[src/core/readout_defines.vh]
`ifndef READOUT_DEFINES_VH
`define READOUT_DEFINES_VH

// readout modes
`define MODE_FRAME 2'h0
`define MODE_HFR 2'h1
`define MODE_FOCUS_FAST 2'h2
`define MODE_FOCUS_FASTER 2'h3

// line counts
`define FRAME_FIELD_LINES 12'h0307
`define HFR_LINES 12'h0102
`define HFR_GROUP_ROWS 4'hC
`define HFR_READ_ROWS 4'h4
`define HFR_HSUM 2'h2

// focus mode timing: starts in horizontal periods after vertical sync, skip and spans in lines from the shift
`define FAST_START_H 12'h001A
`define FASTER_START_H 12'h001E
`define FOCUS_SKIP_LINES 12'h0003
`define FAST_SPAN_NTSC 12'h006C
`define FAST_SPAN_PAL 12'h0086
`define FASTER_SPAN 12'h0026

`define PIX_W 12
`define FIFO_DEPTH 16
`define FIFO_AW 4

`endif

[src/core/line_fifo.v]
`timescale 1ns/1ps
`default_nettype none
module line_fifo #(
  parameter WIDTH = 12,
  parameter DEPTH = 16,
  parameter AW = 4
) (
  input wire ref_clk,
  input wire reset_n,
  input wire clk_en,
  input wire [WIDTH-1:0] in_data,
  input wire in_valid,
  output wire in_ready,
  output reg [WIDTH-1:0] out_data,
  output wire out_valid,
  input wire out_ready
);
  reg [WIDTH-1:0] mem_reg [0:DEPTH-1];
  reg [AW-1:0] wr_ptr_reg;
  reg [AW-1:0] rd_ptr_reg;
  reg [AW:0] count_reg;
  wire do_wr;
  wire do_rd;
  assign in_ready = (count_reg < DEPTH);
  assign out_valid = (count_reg != {(AW+1){1'b0}});
  assign do_wr = in_valid && in_ready && clk_en;
  assign do_rd = out_valid && out_ready && clk_en;
  always @* begin
    out_data = mem_reg[rd_ptr_reg];
  end
  always @(posedge ref_clk) begin
    if (do_wr) begin
      mem_reg[wr_ptr_reg] <= in_data;
    end
  end
  always @(posedge ref_clk) begin
    if (!reset_n) begin
      wr_ptr_reg <= {AW{1'b0}};
      rd_ptr_reg <= {AW{1'b0}};
      count_reg <= {(AW+1){1'b0}};
    end else begin
      if (do_wr) begin
        wr_ptr_reg <= wr_ptr_reg + 1'b1;
      end
      if (do_rd) begin
        rd_ptr_reg <= rd_ptr_reg + 1'b1;
      end
      if (do_wr && !do_rd) begin
        count_reg <= count_reg + 1'b1;
      end else if (do_rd && !do_wr) begin
        count_reg <= count_reg - 1'b1;
      end
    end
  end
endmodule
`default_nettype wire

[src/core/hcd_adder.v]
`timescale 1ns/1ps
`default_nettype none
// sums two vertically read charges per output pixel in the horizontal register
module hcd_adder (
  input wire ref_clk,
  input wire reset_n,
  input wire clk_en,
  input wire enable_sum,
  input wire [11:0] pix_in,
  input wire pix_in_valid,
  input wire line_start,
  output reg [11:0] pix_out,
  output reg pix_out_valid
);
  reg [11:0] held_reg;
  reg phase_reg;
  wire [12:0] sum;
  assign sum = {1'b0, held_reg} + {1'b0, pix_in};
  always @(posedge ref_clk) begin
    if (!reset_n) begin
      held_reg <= 12'h000;
      phase_reg <= 1'b0;
      pix_out <= 12'h000;
      pix_out_valid <= 1'b0;
    end else if (clk_en) begin
      pix_out_valid <= 1'b0;
      if (line_start) begin
        phase_reg <= 1'b0;
      end else if (pix_in_valid) begin
        if (!enable_sum) begin
          pix_out <= pix_in;
          pix_out_valid <= 1'b1;
        end else if (!phase_reg) begin
          held_reg <= pix_in;
          phase_reg <= 1'b1;
        end else begin
          // saturate rather than wrap, charge cannot exceed full well
          pix_out <= sum[12] ? 12'hFFF : sum[11:0];
          pix_out_valid <= 1'b1;
          phase_reg <= 1'b0;
        end
      end
    end
  end
endmodule
`default_nettype wire

[src/core/ccd_readout_mode_line_select.v]
// What this block does
// - frame mode reads every pixel independently, split into two fields in turn
// - frame mode gives 1550 lines: 775 odd then 775 even
// - high rate mode reads 4 of each 12 rows for thirty frames per second
// - high rate mode sums two vertical charges in the horizontal register
// - high rate mode outputs 258 lines per frame
// - focus modes drop top and bottom, outputting only a cut-out band
// - with a sweep in the lead, focus output starts at period 26 (fast) or 30 (faster) after sync
// - window is lines i+3 to i+108/i+134 (fast) or i+38 (faster)
// - window never passes line 258 of the high rate picture
`timescale 1ns/1ps
`default_nettype none
`include "readout_defines.vh"
module ccd_readout_mode_line_select (
  input wire ref_clk,
  input wire reset_n,
  input wire clk_en,
  input wire [1:0] readout_mode,
  input wire pal_select,
  input wire [7:0] frame_shift_lines,
  input wire vertical_sync_pulse,
  input wire horizontal_sync_pulse,
  input wire vertical_transfer_phase_one_a,
  input wire [11:0] pixel_charge,
  input wire pixel_charge_valid,
  output reg [11:0] video_data,
  output wire video_valid,
  input wire video_ready,
  output wire pixel_ready,
  output reg line_valid,
  output reg field_odd,
  output reg [11:0] line_number,
  output reg frame_done
);
  localparam ST_IDLE = 2'h0;
  localparam ST_LEAD = 2'h1;
  localparam ST_ACTIVE = 2'h2;
  localparam ST_DONE = 2'h3;

  reg [1:0] state_reg;
  reg [1:0] state_next;
  reg [1:0] mode_reg;
  reg pal_reg;
  reg [7:0] shift_reg;
  reg [11:0] hcount_reg;
  reg [11:0] lines_reg;
  reg [11:0] hfr_row_reg;
  reg [3:0] group_row_reg;
  reg field_reg;
  reg [11:0] out_lines_reg;
  reg swept_reg;

  function [11:0] line_after;
    input [11:0] row;
    begin
      line_after = row + 12'h001;
    end
  endfunction

  function [11:0] line_before;
    input [11:0] row;
    begin
      line_before = row - 12'h001;
    end
  endfunction

  // a row is in the band when its 1-based line lies between the window ends
  function band_hit;
    input [11:0] row;
    input [11:0] first;
    input [11:0] last;
    begin
      band_hit = (line_after(row) >= first) && (line_after(row) <= last);
    end
  endfunction

  // last line index of the selected window, capped at the high rate picture
  function [11:0] window_last;
    input [1:0] mode;
    input pal;
    input [7:0] shift;
    reg [12:0] end_line;
    begin
      end_line = 13'h0000;
      if (mode == `MODE_FOCUS_FAST) begin
        end_line = {5'h00, shift} + {1'b0, (pal ? `FAST_SPAN_PAL : `FAST_SPAN_NTSC)};
      end else begin
        end_line = {5'h00, shift} + {1'b0, `FASTER_SPAN};
      end
      if (end_line > {1'b0, `HFR_LINES}) begin
        window_last = `HFR_LINES;
      end else begin
        window_last = end_line[11:0];
      end
    end
  endfunction

  function [11:0] start_period;
    input [1:0] mode;
    begin
      start_period = (mode == `MODE_FOCUS_FAST) ? `FAST_START_H : `FASTER_START_H;
    end
  endfunction

  wire is_focus;
  wire [11:0] first_line;
  wire [11:0] last_line;
  wire row_read;
  reg line_in_window;
  wire [12:0] first_wide;
  wire [11:0] sum_pix;
  wire sum_valid;
  wire [11:0] sweep_row;

  assign is_focus = mode_reg[1];
  assign first_wide = {5'h00, shift_reg} + {1'b0, `FOCUS_SKIP_LINES};
  // i+1 and i+2 are never emitted, so the consumer never sees them
  assign first_line = first_wide[11:0];
  assign last_line = window_last(mode_reg, pal_reg, shift_reg);
  // 4 of 12 rows are transferred in high rate and focus modes
  assign row_read = (mode_reg == `MODE_FRAME) || (group_row_reg < `HFR_READ_ROWS);
  // rows 1 to i go out with the sweep and rows i+1, i+2 are skipped as spoiled
  assign sweep_row = line_before(first_line);

  always @* begin
    case (mode_reg)
      `MODE_FRAME: line_in_window = 1'b1;
      `MODE_HFR: line_in_window = (hfr_row_reg < `HFR_LINES);
      default: line_in_window = band_hit(hfr_row_reg, first_line, last_line);
    endcase
  end

  always @* begin
    state_next = state_reg;
    case (state_reg)
      ST_IDLE: begin
        if (vertical_sync_pulse) begin
          state_next = ST_LEAD;
        end
      end
      ST_LEAD: begin
        if (!is_focus || hcount_reg >= line_before(start_period(mode_reg))) begin
          state_next = ST_ACTIVE;
        end
      end
      ST_ACTIVE: begin
        if (mode_reg == `MODE_FRAME && lines_reg == `FRAME_FIELD_LINES) begin
          state_next = field_reg ? ST_DONE : ST_IDLE;
        end else if (mode_reg != `MODE_FRAME && hfr_row_reg >= `HFR_LINES) begin
          state_next = ST_DONE;
        end else if (is_focus && hfr_row_reg >= last_line) begin
          state_next = ST_DONE;
        end
      end
      ST_DONE: state_next = ST_IDLE;
      default: state_next = ST_IDLE;
    endcase
  end

  always @(posedge ref_clk) begin
    if (!reset_n) begin
      state_reg <= ST_IDLE;
      mode_reg <= `MODE_FRAME;
      pal_reg <= 1'b0;
      shift_reg <= 8'h00;
      hcount_reg <= 12'h000;
      lines_reg <= 12'h000;
      hfr_row_reg <= 12'h000;
      group_row_reg <= 4'h0;
      field_reg <= 1'b0;
      line_valid <= 1'b0;
      field_odd <= 1'b1;
      line_number <= 12'h000;
      frame_done <= 1'b0;
      out_lines_reg <= 12'h000;
      swept_reg <= 1'b0;
    end else if (clk_en) begin
      state_reg <= state_next;
      frame_done <= (state_reg == ST_DONE);
      if (state_reg == ST_IDLE && vertical_sync_pulse) begin
        // settings are latched per frame, but a mode change after the odd frame mode field is taken at the even field's sync
        if (!field_reg || readout_mode != `MODE_FRAME) begin
          mode_reg <= readout_mode;
          pal_reg <= pal_select;
          shift_reg <= frame_shift_lines;
        end
        hcount_reg <= 12'h000;
        lines_reg <= 12'h000;
        hfr_row_reg <= 12'h000;
        group_row_reg <= 4'h0;
        out_lines_reg <= 12'h000;
        line_valid <= 1'b0;
        swept_reg <= 1'b0;
      end else if (horizontal_sync_pulse) begin
        hcount_reg <= hcount_reg + 12'h001;
        line_valid <= 1'b0;
        // a focus frame without a sweep reads the top rows the slow way
        if (state_reg == ST_LEAD && is_focus && vertical_transfer_phase_one_a) begin
          swept_reg <= 1'b1;
        end
        if (state_reg == ST_ACTIVE) begin
          if (row_read) begin
            if (mode_reg == `MODE_FRAME) begin
              lines_reg <= lines_reg + 12'h001;
              line_valid <= 1'b1;
              line_number <= lines_reg + 12'h001;
              field_odd <= ~field_reg;
            end else begin
              hfr_row_reg <= hfr_row_reg + 12'h001;
              if (line_in_window) begin
                line_valid <= 1'b1;
                line_number <= hfr_row_reg + 12'h001;
                out_lines_reg <= out_lines_reg + 12'h001;
                field_odd <= 1'b1;
              end
            end
          end
          if (mode_reg != `MODE_FRAME) begin
            group_row_reg <= (group_row_reg == `HFR_GROUP_ROWS - 4'h1) ? 4'h0 :
                             group_row_reg + 4'h1;
          end
        end
      end
      if (state_reg == ST_LEAD && state_next == ST_ACTIVE && is_focus && swept_reg) begin
        hfr_row_reg <= sweep_row;
      end
      if (state_reg == ST_ACTIVE && mode_reg == `MODE_FRAME &&
          lines_reg == `FRAME_FIELD_LINES) begin
        field_reg <= ~field_reg;
      end
    end
  end

  wire sum_on;
  assign sum_on = (mode_reg != `MODE_FRAME);

  hcd_adder u_adder (
    .ref_clk(ref_clk),
    .reset_n(reset_n),
    .clk_en(clk_en),
    .enable_sum(sum_on),
    .pix_in(pixel_charge),
    .pix_in_valid(pixel_charge_valid && line_valid && pixel_ready),
    .line_start(horizontal_sync_pulse),
    .pix_out(sum_pix),
    .pix_out_valid(sum_valid)
  );

  wire [11:0] fifo_data;
  wire fifo_in_ready;
  // fill_reg mirrors the fifo's count, which the fifo keeps to itself
  reg [4:0] fill_reg;
  reg [4:0] fill_next;
  wire fill_in;
  wire fill_out;
  assign fill_in = sum_valid && fifo_in_ready;
  assign fill_out = video_valid && video_ready;
  // a charge taken now reaches the fifo a cycle later, so refuse it while the
  // word leaving the adder is about to take the last free slot
  assign pixel_ready = fifo_in_ready && !(sum_valid && fill_reg == 5'h0F);

  always @* begin
    fill_next = fill_reg;
    if (fill_in && !fill_out) begin
      fill_next = fill_reg + 5'h01;
    end else if (fill_out && !fill_in) begin
      fill_next = fill_reg - 5'h01;
    end
  end

  always @(posedge ref_clk) begin
    if (!reset_n) begin
      fill_reg <= 5'h00;
    end else if (clk_en) begin
      fill_reg <= fill_next;
    end
  end

  line_fifo #(
    .WIDTH(`PIX_W),
    .DEPTH(`FIFO_DEPTH),
    .AW(`FIFO_AW)
  ) u_fifo (
    .ref_clk(ref_clk),
    .reset_n(reset_n),
    .clk_en(clk_en),
    .in_data(sum_pix),
    .in_valid(sum_valid),
    .in_ready(fifo_in_ready),
    .out_data(fifo_data),
    .out_valid(video_valid),
    .out_ready(video_ready)
  );

  always @* begin
    video_data = fifo_data;
  end
endmodule
`default_nettype wire


[config.mk]
export PLATFORM = sky130hd
export DESIGN_NAME = ccd_readout_mode_line_select
export DESIGN_NICKNAME = d
export VERILOG_FILES = /design/src/core/line_fifo.v /design/src/core/hcd_adder.v /design/src/core/ccd_readout_mode_line_select.v
export VERILOG_INCLUDE_DIRS = /design/src /design/src/core
export SDC_FILE = /design/constraint.sdc
export NUM_CORES = 1
export LEC_CHECK = 0
export ABC_AREA = 1
export BUFFER_PORTS_ARGS = -buffer_cell sky130_fd_sc_hd__buf_2
export CORE_ASPECT_RATIO = 1.25
export CORE_UTILIZATION = 40
export CTS_BUF_LIST = sky130_fd_sc_hd__clkbuf_8
export DETAILED_ROUTE_END_ITERATION = 10
export MAX_ROUTING_LAYER = met4
export PLACE_DENSITY = 0.57
export SKIP_CTS_REPAIR_TIMING = 1
export SYNTH_ARGS = -nofsm -noshare
export SYNTH_HDL_FRONTEND = slang
export SYNTH_HIERARCHICAL = 1
export SYNTH_SLANG_ARGS = --single-unit
[constraint.sdc]
create_clock -name ref_clk -period 7.15 [get_ports ref_clk]
set_input_delay 0.715 -clock ref_clk [delete_from_list [all_inputs] [get_ports ref_clk]]
set_output_delay 0.715 -clock ref_clk [all_outputs]
set_load 0.01 [all_outputs]
# [Word level (Yosys, flattened, before mapping)]
# Memory sizes are Yosys's and may differ from the RTL's. A register that Yosys moved wholly into a read port is not among the register bits.
# Cells that the tools add are included.
[totals] wordCells=190 output_inout_bits=29 inputBits=31 reg_bits=114 ram_bits=192 n_memories=1
[mem_list] memory="u_fifo.mem_reg" depth=16 word_bits=12 read_ports=1 rd_clocked_by_memory_dff=1 write_ports=1 line_no="line_fifo.v:18" text="reg [WIDTH-1:0] mem_reg [0:DEPTH-1];"
[classes] reduce_logical=65 bitwise_logic=4 muxes=62 addsub=16 eq_ne=11 order_cmp=9
[ops] op="12-bit 2-to-1 mux" count=19
[ops] op="12-bit by 1-bit adder with 12-bit output, second input constant" count=3
[ops] op="4-bit 2-to-1 mux" count=7
[ops] op="2-bit nonzero test" count=13
[ops] op="12-bit greater-or-equal comparator" count=2
[ops] op="1-bit logical AND" count=24
[ops] op="1-bit 2-to-1 mux" count=21
[ops] op="5-bit 2-to-1 mux" count=4
[ops] op="5-bit AND reduction" count=3
[ops] op="12-bit by 12-bit adder with 13-bit output" count=1
[ops] op="13-bit by 9-bit greater-than comparator with 1-bit output, second input constant" count=1
[ops] op="4-bit by 1-bit adder with 4-bit output, second input constant" count=3
[ops] op="12-bit by 10-bit equality test with 1-bit output, second input constant" count=1
[ops] op="12-bit by 9-bit greater-or-equal comparator with 1-bit output" count=1
[ops] op="12-bit by 9-bit greater-or-equal comparator with 1-bit output, second input constant" count=1
[ops] op="12-bit less-or-equal comparator" count=1
[ops] op="12-bit by 9-bit < comparator with 1-bit output, second input constant" count=1
[ops] op="2-bit 2-to-1 mux" count=6
[ops] op="5-bit by 1-bit adder with 5-bit output, second input constant" count=2
[ops] op="5-bit by 1-bit subtractor with 5-bit output, second input constant" count=2
[ops] op="9-bit by 1-bit subtractor with 10-bit output, second input constant" count=1
[ops] op="8-bit by 2-bit adder with 9-bit output, second input constant" count=1
[ops] op="8-bit by 6-bit adder with 9-bit output, second input constant" count=1
[ops] op="8-bit by 8-bit adder with 9-bit output" count=1
[ops] op="other kinds (24)" count=47

# [Depth between registers and ports, before layout]
# Gate-level depths: netlist of the first run.
[logic_depth] ltp_word=17 ltp_mapped=30

# [Modules after synthesis]
# The synthesis of the first run kept the hierarchy.
[by_module_without_submodules] mod="line_fifo" seq_area_each_um2=6105.9 cells_per_inst=916 area_each_um2=9177.6 n_inst=1
[by_module_without_submodules] mod="ccd_readout_mode_line_select" seq_area_each_um2=1501.4 cells_per_inst=798 area_each_um2=5371.4 n_inst=1
[by_module_without_submodules] mod="hcd_adder" seq_area_each_um2=520.5 cells_per_inst=263 area_each_um2=1735.4 n_inst=1

# [Worst setup path before layout of the first run]
# OpenSTA, ideal clock, no wires.
[synth_path] kind="reg2reg" start="register mode_reg[1]" end="register line_number[9]" setup_slack_ns=3.932 t_required_ns=7.035 path_stages_with_launch=31 path_buffers=1 arrival_ns=3.103 path_cell_list="dfxtp_1 > inv_4 > nor2_8 > nand2_4 > ha_1 > inv_1 > ha_1 > nand2_1 > nand4_1 > nand3_1 > nand2_1 > xor2_1 > nand3_2 > nand2_2 > nand2_1 > ha_1 > nand2_1 > inv_1 > nand2_1 > nand2_1 > nand2_1 > nand2_1 > nand2_1 > nand2_1 > a21oi_2 > nand2_2 > nand2_4 > buf_6 > nand3b_1 > nand2_1 > nor2_1"
[synth_between] elab_chain_cells=9 word_cells_on_any_way=13
[synth_rtl] element="start: declaration" line_no="ccd_readout_mode_line_select.v:42" text="reg [1:0] mode_reg;"
[synth_rtl] element="start signal: assignment" line_no="ccd_readout_mode_line_select.v:163" text="mode_reg <= `MODE_FRAME;"
[synth_rtl] element="start signal: assignment" line_no="ccd_readout_mode_line_select.v:183" text="mode_reg <= readout_mode;"
[synth_rtl] element="2-bit equality test (no line)"
[synth_rtl] element="9-bit 2-to-1 mux" line_no="ccd_readout_mode_line_select.v:85" text="if (mode == `MODE_FOCUS_FAST) begin"
[synth_rtl] element="13-bit by 9-bit greater-than comparator with 1-bit output" line_no="ccd_readout_mode_line_select.v:90" text="if (end_line > {1'b0, `HFR_LINES}) begin"
[synth_rtl] element="12-bit 2-to-1 mux" line_no="ccd_readout_mode_line_select.v:90"
[synth_rtl] element="12-bit less-or-equal comparator" line_no="ccd_readout_mode_line_select.v:73" text="band_hit = (line_after(row) >= first) && (line_after(row) <= last);"
[synth_rtl] element="1-bit logical AND" line_no="ccd_readout_mode_line_select.v:73"
[synth_rtl] element="1-bit one-hot mux with 2 select lines" line_no="ccd_readout_mode_line_select.v:126" text="case (mode_reg)"
[synth_rtl] element="2-bit nonzero test (no line)"
[synth_rtl] element="6-bit AND reduction (no line)"
[synth_rtl] element="end signal: assignment" line_no="ccd_readout_mode_line_select.v:206" text="line_number <= lines_reg + 12'h001;"
[synth_rtl] element="end signal: assignment" line_no="ccd_readout_mode_line_select.v:212" text="line_number <= hfr_row_reg + 12'h001;"
[synth_rtl] element="end: declaration" line_no="ccd_readout_mode_line_select.v:32" text="output reg [11:0] line_number,"
# Several ways; a longest one is shown, not always the timed one.
# A chain may end at the register's enable or synchronous reset.

==> results of run 1 <==
## metal layers
layer | global-route usage [%] | routed length, um | vias up
li1 | - | - | 6586
met1 | 24.3 | 17600 | 6080
met2 | 37.5 | 21200 | 287
met3 | 2.56 | 1630 | 75
met4 | 7.16 | 1140 | 0
met5 | - | 0 | -
## layout make-up
cell class | count | area [um2] | share of cell area (%)
tap | 546 | 683 | 3.79
timing repair buffer | 80 | 457 | 2.53
clock buffer | 55 | 757 | 4.20
clock inverter | 40 | 185 | 1.03
multi-input combinational | 1290 | 6630 | 36.8
inverter | 312 | 1180 | 6.53
sequential | 310 | 8130 | 45.1
## stage by stage
stage                     power (mW)  worst slack [ns]  util (%)  hold slack (ns)
after floorplan                 2.41              3.93         -            0.422
after global placement          2.56              3.44      42.5            0.436
after detailed placement        2.57              3.32      42.5            0.438
after CTS                       4.03              3.19      44.9            0.343
after global routing            4.19              2.84      44.9            0.374
final                           3.97              3.26      44.9            0.388
## how the worst max path moves through the flow
stage                      from              to  slack, ns  cells past startpoint
detailed placement  mode_reg[1]  line_number[6]       3.32                     28
CTS                   flip-flop  video_data[11]       3.19                      8
finish                flip-flop  video_data[11]       3.26                      8
floorplan           mode_reg[1]  line_number[9]       3.93                     30
global route        mode_reg[1]  line_number[6]       2.84                     29
global placement    mode_reg[1]  line_number[6]       3.44                     30
## Yosys cell counts (all sizes together), types with 3 or more instances
library cell / number / area share, %
ha: 67 / 5.1
o21bai: 3 / 0.14
nand3: 228 / 7.2
clkbuf: 21 / 0.48
nand3b: 7 / 0.32
a211oi: 4 / 0.18
o21a: 5 / 0.23
inv: 307 / 7.1
a21oi: 98 / 3.1
nand4: 25 / 1.0
xnor2: 9 / 0.48
dfxtp: 118 / 15
nor4: 3 / 0.12
o21ai: 92 / 2.9
or2: 5 / 0.19
o31ai: 3 / 0.14
edfxtp: 192 / 35
buf: 44 / 1.7
clkinv: 5 / 0.12
nor2: 148 / 3.7
nand2: 530 / 13
fa: 3 / 0.37
nor3: 16 / 0.59
a31oi: 7 / 0.31
o22ai: 6 / 0.23
xor2: 20 / 1.2
## report_power, final
part | switching, mW | total, mW | internal [mW]
logic | 0.384 | 0.576 | 0.193
registers | 0.0471 | 1.95 | 1.91
clock network | 0.699 | 1.44 | 0.743
## worst register-to-register path: cells and delay by family (launching register included)
kind	cells	cell delay [ns]
simple gates	22	1.99
fa+ha+maj	3	0.66
flops	1	0.56
buf+inv	3	0.22
xor+xnor	1	0.21
compound gates	1	0.13
## cells by family (layout without fill, tap and decap cells)
kind of cell	count (synthesis)	count (layout)
compound gates	226	226
xor+xnor	29	29
fa+ha+maj	70	70
buf+inv	377	487
flops	310	310
simple gates	965	965
==> metrics.txt, run 1 <==
outcome finished clean; end of the worst register-to-register path line_number[6]; number of synthesis warnings 6; Final Hold Vio Count 0; final worst path period share 54.4%; #FFs+latches synth 310; CP cell instances buf_4 -> inv_1 -> buf_4 -> nand3_1 -> nand3_1 -> nand3_1 -> nand2_1 -> buf_2; Min-Delay Path Class in2reg; IO Pins 60; cell area after layout 18000 um2; Cell Count Post-Placement 2537; sequential element share of the synthesized area 49.9%; combinational family with the most area after synthesis simple AND/OR/NAND/NOR gates; post-synthesis simple-gate area fraction 25.9%; core area 40100 um2; mux cell area share after synthesis 0%; pwr/cell area 220 nW/um2; startpoint of the worst hold path frame_shift_lines[7]; placed wire-length estimate 27.8 mm; Worst EP arrival 3.17 ns; max cap viols 0; fillcell total 3954; Nets 2147; CTS H-tree lvls 2; drt wl/cell 15.8 um; clk sinks 310; initial core utilization 40.6%; Total Routing Usage GR 21.0%; initial antenna violation count 0; post-synthesis compound-gate area fraction 7.61%; syn_nets 2078; synthesized area 16300 um2; Slew HR 4.99%; number of flops mapped to enable cells by yosys 192; clk_lat worst skew 0.58 ns; Max stage delay on crit path 0.63 ns; count of different cell masters after synthesis 57; Post-synth ARST share 0%; critical path's slowest cell inv_1; hold depth 3; PortBufs 59; post-layout min period 3.89 ns; Tightest Pin Transition 1.42 ns; die footprint 41500 um2; commonest non-fill, non-tap cell in the layout nand2_1; synthesis-to-layout area growth 10.6%; Avg Cell Area, Syn 8.24 um2; vias in the first global route 12500; Detail Route Antenna Nets 0; Critical Path End Type output port; layout cell share with drive strength beyond 1 9.54%; CTS Buffer Depth 3; CP dominant cell by count nand3_1; chip width 182 um; Synth Area in XOR/XNOR 1.70%; Reg2Reg Depth 30; FF-to-FF setup slack 3.32 ns; DP Area 17100 um2; WHS Endpoint shift_reg[7]; CP Class reg2out; ant diodes 0; placer congestion estimate 0.897; DR vias/cell 4.95; Layout Skew 0.0255 ns; Largest register FFs 192; number of remaining DRC errors 0; Synth Area in Adders 5.52%; via count 13000; first-pass GRT wire length 66.6 mm; maximum vdd drop 0.120 mV; Post-Route Setup TNS 0 ns; Cells after Synth 1977; CP max FO 49; grt ovf 0; R2R Path Start mode_reg[1]; CTS clk-pin slew, worst paths 0.06 ns; site row count 82; Cell Count, Final, Fillers Out 2633; Max Slew Vio Count 0; LEAKAGE 8.10 nW; predominant post-synthesis flop cell edfxtp_1; RSZ-0062 raised after global routing no; # setup viols final 0; Buf+Inv Stages, Crit Path 4; CTS buffer count 52; CTS tree built; clock root buffer clkbuf_8; critical path's top delay family buffers and inverters; Achievable Freq 257 MHz; Iteration-0 DRC Markers 826; largest net degree at the start of global routing 97; critical path launch point type flip-flop; most frequent cells in the layout nand2_1 (513), inv_1 (322), nand3_1 (223); chip height 228 um; Routed Wire Length 41.6 mm; Pre-antenna DRT Iters 5; Required @ worst endpoint 6.43 ns
No activity file was read; power rests on OpenSTA's default activity.
==> run 2: changes to the inputs <==
clock period = 3.6 ns   (was 7.15 ns; I/O delays follow)
==> metrics.txt, run 2 (synthesis gave the netlist of run 1 again) <==
Sw Share 29.2% (+0.77 points); met2 wire len 21.7 mm (+2.2%); first-pass GRT wire length 66.5 mm (-0.24%); # setup viols final 0 (unchanged); number of remaining DRC errors 0 (unchanged); Iteration-0 DRC Markers 837 (+1.3%); Worst EP arrival 3.87 ns (+0.70 ns); top layer in use met4; Final Hold Vio Count 0 (unchanged); grt ovf 0 (unchanged); LEAKAGE 8.25 nW (+1.8%); Worst Setup SP mode_reg[1]; Worst setup endpoint line_number[0]; Max Slew Vio Count 0 (unchanged); initial core utilization 40.6% (unchanged); WL met1 17.3 mm (-1.6%); Net Sw Power 2.35 mW (+110%); commonest non-fill, non-tap cell in the layout nand2_1; Routed Wire Length 41.7 mm (+0.39%); Required @ worst endpoint 4.14 ns (-2.29 ns); Max stage delay on crit path 0.35 ns (-0.28 ns); Cell Count, Final, Fillers Out 2660 (+1.0%); CTS Buffer Depth 3 (unchanged); RSZ-0062 raised after global routing yes; PortBufs 59 (unchanged); Cell Count Post-Placement 2556 (+0.75%); maximum vdd drop 0.243 mV (+100%); largest net degree at the start of global routing 97 (unchanged); CTS tree built; most frequent cells in the layout nand2_1 (506), inv_1 (309), nand3_1 (223); Achievable Freq 300 MHz; Clk pwr share 36.4% (about the same); chip height 228 um (unchanged); CP Class reg2reg; CTS clk-pin slew, worst paths 0.06 ns (about the same); clock root buffer clkbuf_8; max cap viols 0 (unchanged); CP max FO 6 (-88%); post-layout min period 3.33 ns; Critical Path End Type flip-flop; WL met3 1.57 mm (-3.4%); CTS buffer count 52 (unchanged); initial antenna violation count 2 (+2); end of the worst register-to-register path line_number[0]; CTS H-tree lvls 2 (unchanged); Nets 2174 (+1.3%); outcome finished clean; Total Routing Usage GR 21.1% (+0.032 points); Detail Route Antenna Nets 0 (unchanged); placer congestion estimate 0.898 (+0.16%); Slew HR 21.0% (+16 points); R2R Path Start mode_reg[1]; CP dominant cell by count nand2_1; synthesis-to-layout area growth 13.3%; chip width 182 um (unchanged); Sequential Power Share 47.9% (-1.3 points); core area 40100 um2 (unchanged); Tightest Pin Transition 1.18 ns (-0.239 ns); critical path's slowest cell dfxtp_2; combinational fraction of design power 15.8% (+1.3 points); Total Power 8.04 mW (+100%); pwr/cell area 436 nW/um2 (+98%); cell area after layout 18400 um2 (+2.4%); IO Pins 60 (unchanged); final worst path period share 92.5%; Min-Delay Path Class in2reg; clk_lat worst skew 0.60 ns (+0.02 ns); via count 13200 (+1.0%); critical path launch point type flip-flop; Layout Skew 0.0185 ns (-0.00699 ns); Reg2Reg Depth 29 (-3.3%); DR vias/cell 4.95 (about the same); Pre-antenna DRT Iters 5 (unchanged); die footprint 41500 um2 (unchanged); placed wire-length estimate 28.1 mm (+1.1%); Largest register FFs 192 (unchanged); FF-to-FF setup slack 0.27 ns (-3.05 ns); internal power 5.69 mW (+100%); DP Area 17200 um2 (+0.97%); layout cell share with drive strength beyond 1 12.2% (+2.7 points); drt wl/cell 15.7 um (-0.63%); site row count 82 (unchanged); vias in the first global route 12700 (+2.1%); clk sinks 310 (unchanged)
## run 2: cell types whose count changed in the layout (fill, tap and decap cells not counted), moves of 3 or more
cell      delta
inv_1       -13
buf_4       +23
ha_1         -7
ha_4         +7
inv_6        +3
nand2_4      +3
clkinv_2     +9
nand2_2      +4
nand2_1      -7
a21oi_1      -3
## run 2: area by class of cell
| class | count | area [um2] |
|---|---|---|
| clock buffer | 54 | 743 |
| clock inverter | 40 | 215 |
| sequential | 310 | 8140 |
| antenna | 1 | 2.50 |
| inverter | 312 | 1180 |
| timing repair buffer | 105 | 668 |
| fill | 3984 | 21700 |
| multi-input combinational | 1292 | 6820 |
| tap | 546 | 683 |
## run 2: worst min-delay path by stage
stage,start,endpoint,slack [ns],cells after the start
after detailed placement,hcount_reg[10],hcount_reg[10],0.44,1
after CTS,frame_shift_lines[7],shift_reg[7],-0.05,3
final,frame_shift_lines[7],shift_reg[7],0.003,3
after floorplan,hcount_reg[10],hcount_reg[10],0.42,1
after global routing,frame_shift_lines[7],shift_reg[7],0.008,3
after global placement,hcount_reg[10],hcount_reg[10],0.43,1
## run 2: critical path: cells and delay by family (launching register included)
kind / cells / cell delay (ns)
fa+ha+maj: 3 / 0.52
compound gates: 3 / 0.45
flops: 1 / 0.35
buf+inv: 3 / 0.14
xor+xnor: 1 / 0.19
simple gates: 19 / 1.62
## run 2: metrics by stage
step	utilization [%]	TNS (ns)	hold slack [ns]	setup WS, ns
after floorplan	-	0	0.422	0.382
after global placement	43.0	0	0.432	0.102
after detailed placement	43.0	0	0.438	0.00205
after CTS	45.3	-0.0490	-0.0532	-0.0264
after global routing	46.0	-0.105	0.00838	-0.0393
final	46.0	0	0.00324	0.271
## run 2: routing by layer
metal  GRT usage, %  vias up
met2           38.5      278
li1               -     6640
met5              -        -
met1           23.4     6170
met4           7.13        0
met3           2.90       75
## run 2: power by group through the flow
stage / sequential, mW / clock (mW) / combinational (mW)
2_1_floorplan: 3.90 / 0 / 0.894
3_3_place_gp: 3.92 / 0 / 1.20
3_5_place_dp: 3.92 / 0 / 1.21
4_1_cts: 3.85 / 3.02 / 1.22
5_1_grt: 3.85 / 3.19 / 1.43
6_report: 3.85 / 2.92 / 1.27
==> run 3: changes to the inputs <==
CORE_MARGIN = 2   (was not set)
==> metrics.txt, run 3 (synthesis gave the netlist of run 1 again) <==
Reg2Reg Depth 27 (-6.9%); Routed Wire Length 42.1 mm (+0.89%); max cap viols 0 (unchanged); Max Slew Vio Count 0 (unchanged); outcome finished clean; Total Routing Usage GR 20.5% (-0.57 points); Pre-antenna DRT Iters 5 (unchanged); Critical Path End Type flip-flop; Largest register FFs 192 (unchanged); placer congestion estimate 0.893 (-0.56%); DR vias/cell 4.91 (-0.69%); Worst EP arrival 3.88 ns (about the same); Layout Skew 0.0263 ns (+0.00777 ns); end of the worst register-to-register path line_number[11]; clk sinks 310 (unchanged); RSZ-0062 raised after global routing yes; site row count 82 (unchanged); Iteration-0 DRC Markers 760 (-9.2%); die footprint 42400 um2 (+2.0%); FF-to-FF setup slack 0.18 ns (-0.09 ns); via count 13100 (-0.36%); CP dominant cell by count nand2_1; DP Area 17200 um2 (about the same); post-layout min period 3.42 ns (+0.0897 ns); R2R Path Start mode_reg[1]; CTS tree built; pwr/cell area 438 nW/um2 (+0.45%); Final Hold Vio Count 0 (unchanged); synthesis-to-layout area growth 13.6%; CP Class reg2reg; commonest non-fill, non-tap cell in the layout nand2_1; chip width 184 um (+1.1%); Cell Count Post-Placement 2557 (+0.039%); CTS buffer count 52 (unchanged); Tightest Pin Transition 1.17 ns (-0.00890 ns); critical path launch point type flip-flop; grt ovf 0 (unchanged); Max stage delay on crit path 0.35 ns (about the same); startpoint of the worst hold path frame_shift_lines[7]; initial core utilization 40.6% (unchanged); Detail Route Antenna Nets 0 (unchanged); CTS Buffer Depth 3 (unchanged); Nets 2180 (+0.28%); worst slack, placed -0.00576 ns (-0.00781 ns); critical path's slowest cell dfxtp_2; final worst path period share 95.0% (+2.5 points); # setup viols final 0 (unchanged); most frequent cells in the layout nand2_1 (505), inv_1 (319), nand3_1 (221); Min-Delay Path Class in2reg; number of remaining DRC errors 0 (unchanged); vias in the first global route 12600 (-0.82%); clk_lat worst skew 0.59 ns (about the same); PortBufs 59 (unchanged); WHS Endpoint shift_reg[7]; first-pass GRT wire length 66.5 mm (about the same); core area 40100 um2 (unchanged); initial antenna violation count 0 (-2); CTS clk-pin slew, worst paths 0.06 ns (about the same); Final WS setup 0.181 ns (-0.0897 ns); hold slack 0.0247 ns (+0.0215 ns); layout cell share with drive strength beyond 1 12.1% (-0.15 points); maximum vdd drop 0.240 mV (-0.92%); final core occ 46.1% (+0.12 points); Slew HR 21.6% (+0.60 points); Total Power 8.10 mW (+0.71%); Required @ worst endpoint 4.06 ns (-0.08 ns); CTS H-tree lvls 2 (unchanged); clock root buffer clkbuf_8; LEAKAGE 8.33 nW (+0.98%); Cell Count, Final, Fillers Out 2669 (+0.34%); Achievable Freq 292 MHz (-2.6%); CP max FO 6 (unchanged); cell area after layout 18500 um2 (+0.26%); placed wire-length estimate 28.1 mm (about the same); drt wl/cell 15.8 um (+0.55%); Post-Route Setup TNS 0 ns (unchanged); largest net degree at the start of global routing 97 (unchanged); IO Pins 60 (unchanged); hold depth 3 (unchanged); chip height 230 um (+0.88%)
-- run 3: cell types whose count changed in the layout (fill, tap and decap cells not counted), moves of 2 or more --
cell and delta:
clkinv_1 -2, nand3_2 +3, clkinv_2 -5, buf_4 +4, inv_6 -2, a21oi_1 +2, nand3_1 -2, ha_4 -4
buf_12 +2, ha_1 +4, clkbuf_8 +3, inv_1 +10
-- run 3: final cells by class --
| type | count | area [um2] |
|---|---|---|
| inverter | 312 | 1180 |
| antenna | 1 | 2.50 |
| timing repair buffer | 111 | 738 |
| clock inverter | 40 | 199 |
| tap | 546 | 683 |
| sequential | 310 | 8140 |
| fill | 3947 | 21600 |
| clock buffer | 57 | 785 |
| multi-input combinational | 1292 | 6770 |
-- run 3: critical path, delay by kind of cell (launching register included) --
family,cells,cell delay (ns)
DFF,1,0.35
and+or+nand+nor,17,1.41
adders and majority gates,2,0.59
buffers and inverters,5,0.49
AOI/OAI and AO/OA,3,0.44
-- run 3: report_power, final --
group | internal, mW | switching (mW)
combinational | 0.447 | 0.847
sequential | 3.79 | 0.0642
clock | 1.53 | 1.43
total | 5.76 | 2.34
-- run 3: worst max path at each step --
stage / startpoint / end / slack, ns
2_1_floorplan: mode_reg[1] / line_number[9] / 0.38
3_3_place_gp: mode_reg[1] / line_number[6] / 0.1
3_5_place_dp: mode_reg[1] / line_number[6] / -0.006
4_1_cts: mode_reg[1] / line_number[6] / -0.08
5_1_grt: mode_reg[1] / line_number[6] / -0.15
6_report: mode_reg[1] / line_number[11] / 0.18
-- run 3: per-layer routing --
layer | share of wire [%] | global-route usage [%] | vias up
met5 | 0 | - | -
met4 | 3.1 | 7.30 | 0
met3 | 3.7 | 2.73 | 91
met2 | 51 | 36.2 | 264
met1 | 42 | 23.6 | 6108
li1 | - | - | 6653
